$ cat config.mk
export PLATFORM = sky130hd
export DESIGN_NAME = crs_top
export DESIGN_NICKNAME = d
export VERILOG_FILES = /design/src/crs_pkg.sv /design/src/crs_top.sv /design/src/crs_sync2.sv
export SDC_FILE = /design/constraint.sdc
export NUM_CORES = 1
export LEC_CHECK = 0
export ABC_AREA = 0
export CAP_MARGIN = 0
export CORE_ASPECT_RATIO = 1.75
export CORE_MARGIN = 4
export CORE_UTILIZATION = 57
export DETAILED_ROUTE_END_ITERATION = 8
export DONT_BUFFER_PORTS = 1
export GPL_TIMING_DRIVEN = 0
export PLACE_DENSITY_LB_ADDON = 0.15
export SLEW_MARGIN = 20
export SYNTH_ARGS = -nofsm -noshare
export SYNTH_HDL_FRONTEND = slang
export SYNTH_SLANG_ARGS = --single-unit
$ cat constraint.sdc
create_clock -name sys_clk -period 2.85 [get_ports sys_clk]
set_input_delay 0.1425 -clock sys_clk [delete_from_list [all_inputs] [get_ports sys_clk]]
set_output_delay 0.1425 -clock sys_clk [all_outputs]
set_load 0.03 [all_outputs]
$ cat src/crs_pkg.sv
// constants and types shared by the conversion ready and sync block
package crs_pkg;
  localparam int CRS_DATA_W = 24;
  localparam int CRS_DECIM = 64;
  localparam int CRS_SETTLE_CONVS = 4;
  localparam int CRS_RDY_LEAD_CYCLES = 2;
  localparam int CRS_SYNC_W = 3;
  localparam logic [2:0] CRS_SYNC_RESET = 3'h7;
  localparam logic CRS_RDY_RESET = 1'h1;
  localparam logic CRS_SEL_DATA = 1'h0;
  localparam logic CRS_SEL_CTRL = 1'h1;

  typedef enum logic [1:0] {
    CRS_PH_HOLD = 2'b00,
    CRS_PH_SETTLE = 2'b01,
    CRS_PH_RUN = 2'b10
  } crs_phase_type;
endpackage : crs_pkg

$ cat src/crs_top.sv
// conversion ready signalling, filter restart and serial readout of a converter
//
// Behaviour
// - restart low clears filter, control, calibration, modulator
// - restart never touches the serial readout logic
// - restart forces the ready indication high
// - ready pin low when a new result exists
// - unread result: ready returns high before next update
// - ready falling edge only for completed conversions
// - shift register loads data or selected control register
// - bits change on serial clock falling edge
// - continuous or burst serial clock both work
`timescale 1ns/10ps
module crs_top #(
  parameter int DATA_W = crs_pkg::CRS_DATA_W,
  parameter int DECIM = crs_pkg::CRS_DECIM,
  parameter int SETTLE_CONVS = crs_pkg::CRS_SETTLE_CONVS
) (
  input wire logic sys_clk,
  input wire logic rst,
  input wire logic filter_restart_n,
  input wire logic sclk,
  input wire logic cs_n,
  input wire logic mod_bit,
  input wire logic read_req,
  input wire logic read_sel,
  input wire logic [DATA_W-1:0] ctrl_reg_value,
  output logic serial_out_ready_pin,
  output logic serial_out_ready_oe_n,
  output logic conversion_done_n,
  output logic [DATA_W-1:0] conv_data,
  output logic modulator_reset,
  output logic filter_ctrl_reset,
  output logic cal_ctrl_reset
);
  import crs_pkg::*;

  localparam int DEC_W = (DECIM > 1) ? $clog2(DECIM) : 1;
  localparam int BIT_W = $clog2(DATA_W + 1);
  localparam int SET_W = $clog2(SETTLE_CONVS + 1);
  localparam logic [DEC_W-1:0] DEC_LAST = DEC_W'(DECIM - 1);
  localparam logic [DEC_W-1:0] DEC_RDY_HIGH = DEC_W'(DECIM - 1 - CRS_RDY_LEAD_CYCLES);
  localparam logic [SET_W-1:0] SET_LAST = SET_W'(SETTLE_CONVS - 1);

  typedef struct packed {
    crs_phase_type phase;
    logic [DEC_W-1:0] dec_cnt;
    logic [DATA_W-1:0] acc;
    logic [SET_W-1:0] settle_cnt;
    logic [DATA_W-1:0] data;
    logic rdy_n;
    logic sclk_prev;
    logic [DATA_W-1:0] shift;
    logic [BIT_W-1:0] bit_cnt;
    logic tail;
    logic reading_data;
    logic pin;
  } crs_state_type;

  localparam crs_state_type STATE_RESET = '{
    phase: CRS_PH_HOLD,
    dec_cnt: '0,
    acc: '0,
    settle_cnt: '0,
    data: '0,
    rdy_n: CRS_RDY_RESET,
    sclk_prev: 1'b1,
    shift: '0,
    bit_cnt: '0,
    tail: 1'b0,
    reading_data: 1'b0,
    pin: CRS_RDY_RESET
  };

  crs_state_type st_reg;
  crs_state_type st_next;
  logic [CRS_SYNC_W-1:0] pins_sync;
  logic restart_n_s;
  logic sclk_s;
  logic cs_n_s;
  logic sclk_fall;
  logic busy;
  logic [DATA_W-1:0] result;

  crs_sync2 #(
    .WIDTH(CRS_SYNC_W),
    .RESET_VAL(CRS_SYNC_RESET)
  ) u_sync (
    .sys_clk(sys_clk),
    .rst(rst),
    .async_in({filter_restart_n, sclk, cs_n}),
    .sync_out(pins_sync)
  );

  assign restart_n_s = pins_sync[2];
  assign sclk_s = pins_sync[1];
  assign cs_n_s = pins_sync[0];

  always_comb
  begin
    st_next = st_reg;
    st_next.sclk_prev = sclk_s;
    // the edge is found in sys_clk, so any burst pattern or idle gap is fine
    sclk_fall = st_reg.sclk_prev & ~sclk_s;
    busy = (st_reg.bit_cnt != '0) | st_reg.tail;
    result = st_reg.acc + {{(DATA_W-1){1'b0}}, mod_bit};

    // readout side: deliberately independent of the restart input
    if (cs_n_s)
    begin
      st_next.bit_cnt = '0;
      st_next.tail = 1'b0;
      st_next.reading_data = 1'b0;
    end
    else if (!busy && read_req)
    begin
      st_next.shift = (read_sel == CRS_SEL_CTRL) ? ctrl_reg_value : st_reg.data;
      st_next.bit_cnt = BIT_W'(DATA_W);
      st_next.reading_data = (read_sel == CRS_SEL_DATA);
    end
    else if (sclk_fall)
    begin
      if (st_reg.bit_cnt != '0)
      begin
        st_next.pin = st_reg.shift[DATA_W-1];
        st_next.shift = {st_reg.shift[DATA_W-2:0], 1'b0};
        st_next.bit_cnt = st_reg.bit_cnt - 1'b1;
        if (st_reg.bit_cnt == BIT_W'(1))
        begin
          st_next.tail = 1'b1;
          // a result that has been read is no longer new
          if (st_reg.reading_data)
          begin
            st_next.rdy_n = 1'b1;
          end
        end
      end
      else
      begin
        st_next.tail = 1'b0;
        st_next.reading_data = 1'b0;
      end
    end

    // conversion side
    if (!restart_n_s)
    begin
      st_next.phase = CRS_PH_HOLD;
      st_next.dec_cnt = '0;
      st_next.acc = '0;
      st_next.settle_cnt = '0;
      st_next.rdy_n = 1'b1;
    end
    else
    begin
      st_next.dec_cnt = (st_reg.dec_cnt == DEC_LAST) ? '0 : st_reg.dec_cnt + 1'b1;
      st_next.acc = (st_reg.dec_cnt == DEC_LAST) ? '0 : result;
      // withdraw an unread result shortly before it is replaced
      if (st_reg.phase == CRS_PH_RUN && st_reg.dec_cnt == DEC_RDY_HIGH)
      begin
        st_next.rdy_n = 1'b1;
      end
      unique case (st_reg.phase)
        CRS_PH_HOLD:
        begin
          st_next.phase = CRS_PH_SETTLE;
          st_next.dec_cnt = '0;
          st_next.acc = '0;
        end
        CRS_PH_SETTLE:
        begin
          if (st_reg.dec_cnt == DEC_LAST)
          begin
            st_next.settle_cnt = st_reg.settle_cnt + 1'b1;
            if (st_reg.settle_cnt == SET_LAST)
            begin
              st_next.phase = CRS_PH_RUN;
            end
          end
        end
        CRS_PH_RUN:
        begin
        end
        default:
        begin
          st_next.phase = CRS_PH_HOLD;
        end
      endcase
      // a read-complete clear wins over a new result in the same cycle; that result is dropped
      if (st_reg.dec_cnt == DEC_LAST &&
          (st_reg.phase == CRS_PH_RUN ||
           (st_reg.phase == CRS_PH_SETTLE && st_reg.settle_cnt == SET_LAST)))
      begin
        // the data register is frozen while it is being shifted out
        if (!(busy && st_reg.reading_data))
        begin
          st_next.data = result;
          st_next.rdy_n = 1'b0;
        end
      end
    end

    // outside a word the pin follows the ready indication
    if (!st_next.tail && st_next.bit_cnt == '0 && !(busy && !sclk_fall))
    begin
      st_next.pin = st_next.rdy_n;
    end
  end

  always_ff @(posedge sys_clk or posedge rst)
  begin
    if (rst)
    begin
      st_reg <= STATE_RESET;
    end
    else
    begin
      st_reg <= st_next;
    end
  end

  assign serial_out_ready_pin = st_reg.pin;
  assign serial_out_ready_oe_n = cs_n_s;
  assign conversion_done_n = st_reg.rdy_n;
  assign conv_data = st_reg.data;
  assign modulator_reset = (st_reg.phase == CRS_PH_HOLD);
  assign filter_ctrl_reset = (st_reg.phase == CRS_PH_HOLD);
  assign cal_ctrl_reset = (st_reg.phase == CRS_PH_HOLD);
endmodule : crs_top

$ cat src/crs_sync2.sv
// two flip-flop synchroniser for pin inputs
`timescale 1ns/10ps
module crs_sync2 #(
  parameter int WIDTH = 1,
  parameter logic [WIDTH-1:0] RESET_VAL = '0
) (
  input wire logic sys_clk,
  input wire logic rst,
  input wire logic [WIDTH-1:0] async_in,
  output logic [WIDTH-1:0] sync_out
);
  logic [WIDTH-1:0] meta_reg;

  always_ff @(posedge sys_clk or posedge rst)
  begin
    if (rst)
    begin
      meta_reg <= RESET_VAL;
      sync_out <= RESET_VAL;
    end
    else
    begin
      meta_reg <= async_in;
      sync_out <= meta_reg;
    end
  end
endmodule : crs_sync2

==> results.sh <==
export IMPL_largest_reg_flops=67
export IMPL_cts_max_path_buffers=2
export IMPL_path_buf_inv=2
export IMPL_htree_levels=3
export IMPL_ys_seq_area_frac=0.505
export IMPL_status="finished, final reports clean"
export IMPL_gr_usage_all_layers=0.226
export IMPL_postCtsSetupRepairBufs=0
export IMPL_ys_dominant_reg_cell="dfrtp_1"
export IMPL_synth_edff_count=0
export IMPL_cp_cell_sequence="inv_1, ha_1, or4b_4, o21ai_0, nand3_1, clkbuf_1, o21ai_0"
export IMPL_vias=3488
export IMPL_power_density_nw_per_um2=673
export IMPL_gp_congestion=0.909
export IMPL_path_class="flop to flop"
export IMPL_start_util=0.589
export IMPL_layout_drive_gt1_share=0.195
export IMPL_wl_per_cell_um=17.1
export IMPL_drt_pass1_iter_count=5
export IMPL_die_y_um=131
export IMPL_rsz0062_at_grt="no"
export IMPL_power_uw=3660
export IMPL_synth_cell_types=53
export IMPL_slew_viol_final=0
export IMPL_syn_avg_cell_area_um2=10.2
export IMPL_port_buffers=0
export IMPL_antenna_cells=0
export IMPL_final_nets=539
export IMPL_root_buffer="clkbuf_16"
export IMPL_slowest_delay_ns=0.53
export IMPL_post_cts_resized=0
export IMPL_cts_sinks=99
export IMPL_final_core_util=0.650
export IMPL_place_inst=598
export IMPL_cp_common_cell="o21ai_0"
export IMPL_clock_fmax_mhz=408
export IMPL_wirelength_um=10600
export IMPL_dieArea_um2=10300
export IMPL_finalHoldViolations=0
export IMPL_fin_cells=618
export IMPL_cap_violations=0
export IMPL_period_minus_slack_ns=2.45
export IMPL_cts_clk_slew_worst_paths_ns=0.06
export IMPL_grt_ovfl_total=0
export IMPL_detail_route_iter0_violations=159
export IMPL_fill_cells=731
export IMPL_ant_nets=0
export IMPL_synth_area_um2=4930
export IMPL_slew_headroom=0.533
export IMPL_critPathArrivalTime_ns=2.69
export IMPL_drt_vias_per_instance=5.64
export IMPL_start_kind="flop"
export IMPL_fin_skew_ns=0.00957
export IMPL_grt_pass1_wl_um=18000
export IMPL_synthCells=482
export IMPL_hold_buffers=4
export IMPL_core_area_um2=8370
export IMPL_cp_max_fo=10
export IMPL_synth_seq_cells=99
export IMPL_tns_ns=0
export IMPL_ff_latch_area_um2=2490
export IMPL_yosys_top_cells_area="dfrtp_1 46%, mux2_2 5.7%, dfstp_2 4.8%"
export IMPL_critPathRequiredTime_ns=3.09
export IMPL_worst_pin_slew_ns=0.701
export IMPL_path_delay_family="simple AND/OR/NAND/NOR gates"
export IMPL_power_leakage_uw=0.00228
export IMPL_grt_start_max_net_pins=83
export IMPL_finalSetupViolCount=0
export IMPL_async_reset_ff_frac=1.00
export IMPL_grt_pass1_vias=3703
export IMPL_area_delta_synth_final_pct=10.4
export IMPL_row_count=44
export IMPL_multiInputGateArea_um2=2080
export IMPL_min_path_type="primary input to flop"
export IMPL_synth_top_area_share=0.457
export IMPL_place_hpwl_um=7710
export IMPL_drc_errors=0
export IMPL_yosysTopAreaCell="dfrtp_1"
export IMPL_antenna_found_initial=0
export IMPL_yosys_warnings=0
export IMPL_tritoncts="done"
export IMPL_cp_slowest_cell="or4b_4"
export IMPL_die_x_um=78.3
export IMPL_synthesis_nets=523
export IMPL_crit_path_end_kind="flop"
export IMPL_clock_latency_ns=0.34
export IMPL_ir_drop_mv=0.417
export IMPL_period_share=0.861
export IMPL_cts_buffers=9
export IMPL_ios=62
[per-stage QoR]
step	cell area [um^2]	hold WS, ns	worst slack (ns)
after floorplan	4930	0.147	0.132
after global placement	5070	0.147	-0.885
after detailed placement	5110	-0.0547	0.437
after CTS	5440	0.0638	0.369
after global routing	5440	0.122	0.174
final	5440	0.0687	0.396
[worst min-delay path, delay by kind of cell]
kind                       cells  cell delay (ns)
adders and majority gates      1             0.10
and+or+nand+nor                1             0.08
buffers and inverters          1             0.04
[per-layer routing]
layer,up-vias,wire [um],track usage
met5,-,0,0
met4,0,225,0.0834
met3,15,425,0.0418
met2,84,5600,0.397
met1,1709,4310,0.277
li1,1680,-,-
[cell type report]
class / count / share of cell area
Buffer: 49 / 0.0568
Clock buffer: 10 / 0.0421
Clock inverter: 6 / 0.0122
Inverter: 15 / 0.0113
Multi-Input combinational cell: 319 / 0.382
Sequential cell: 99 / 0.457
Tap cell: 115 / 0.0264
Timing Repair Buffer: 5 / 0.0124
[kinds of logic after synthesis]
logic type | after synthesis | synth area share
adders and majority gates | 9 | 0.0228
AOI/OAI and AO/OA | 95 | 0.124
buffers and inverters | 64 | 0.0741
DFF | 99 | 0.505
muxes | 26 | 0.0601
and+or+nand+nor | 160 | 0.163
xor gates and xnor gates | 29 | 0.0515
[synthesized netlist by cell type, types with 2 or more instances]
cell,instances
nor4b_4,2
buf_1,2
xnor2_1,20
buf_6,2
nand2b_1,2
o211ai_1,2
xor2_1,9
nand3_1,13
nand2_1,57
clkbuf_1,11
nor4_1,4
nand4_1,9
o21ai_1,7
nor2_1,45
a22oi_1,23
a21oi_1,4
buf_4,27
o21ai_0,45
ha_1,9
buf_2,7
and4_1,3
and3_1,2
a211oi_1,2
inv_1,15
a31oi_1,2
dfrtp_1,90
nand3b_1,2
dfstp_2,9
or3_1,2
mux2_2,25
nor3_1,8
[where the power goes]
part	internal (uW)	leakage, uW	switching (uW)	total, uW
clock network	682	0.000146	515	1200
logic	303	0.000957	399	702
registers	1610	0.00117	149	1760
total	2600	0.00228	1060	3660
[cells in the final DEF (no fill, tap or decap), drive strengths merged, types with 8 or more instances in the layout]
| cell | instances |
|---|---|
| dfrtp | 90 |
| nand2 | 57 |
| o21ai | 52 |
| nor2 | 45 |
| buf | 39 |
| mux2 | 26 |
| a22oi | 23 |
| clkbuf | 21 |
| xnor2 | 20 |
| inv | 15 |
| nand3 | 13 |
| xor2 | 9 |
| nand4 | 9 |
| ha | 9 |
| dfstp | 9 |
| nor3 | 8 |
[path summary, 6_finish.rpt]
check                                   start                  to  slack, ns  cells after the start
max in group asynchronous                 rst          st_reg[29]       1.97                      3
min reg2reg                u_sync.meta_reg[0]  u_sync.sync_out[0]       0.36                      0
min                                   mod_bit          st_reg[61]       0.07                      3
max reg2reg                         st_reg[3]        conv_data[9]       0.40                      7
min in group asynchronous                 rst          st_reg[87]       0.22                      2
max                                 st_reg[3]        conv_data[9]       0.40                      7
Note: power is estimated with default switching activity, not from simulation.
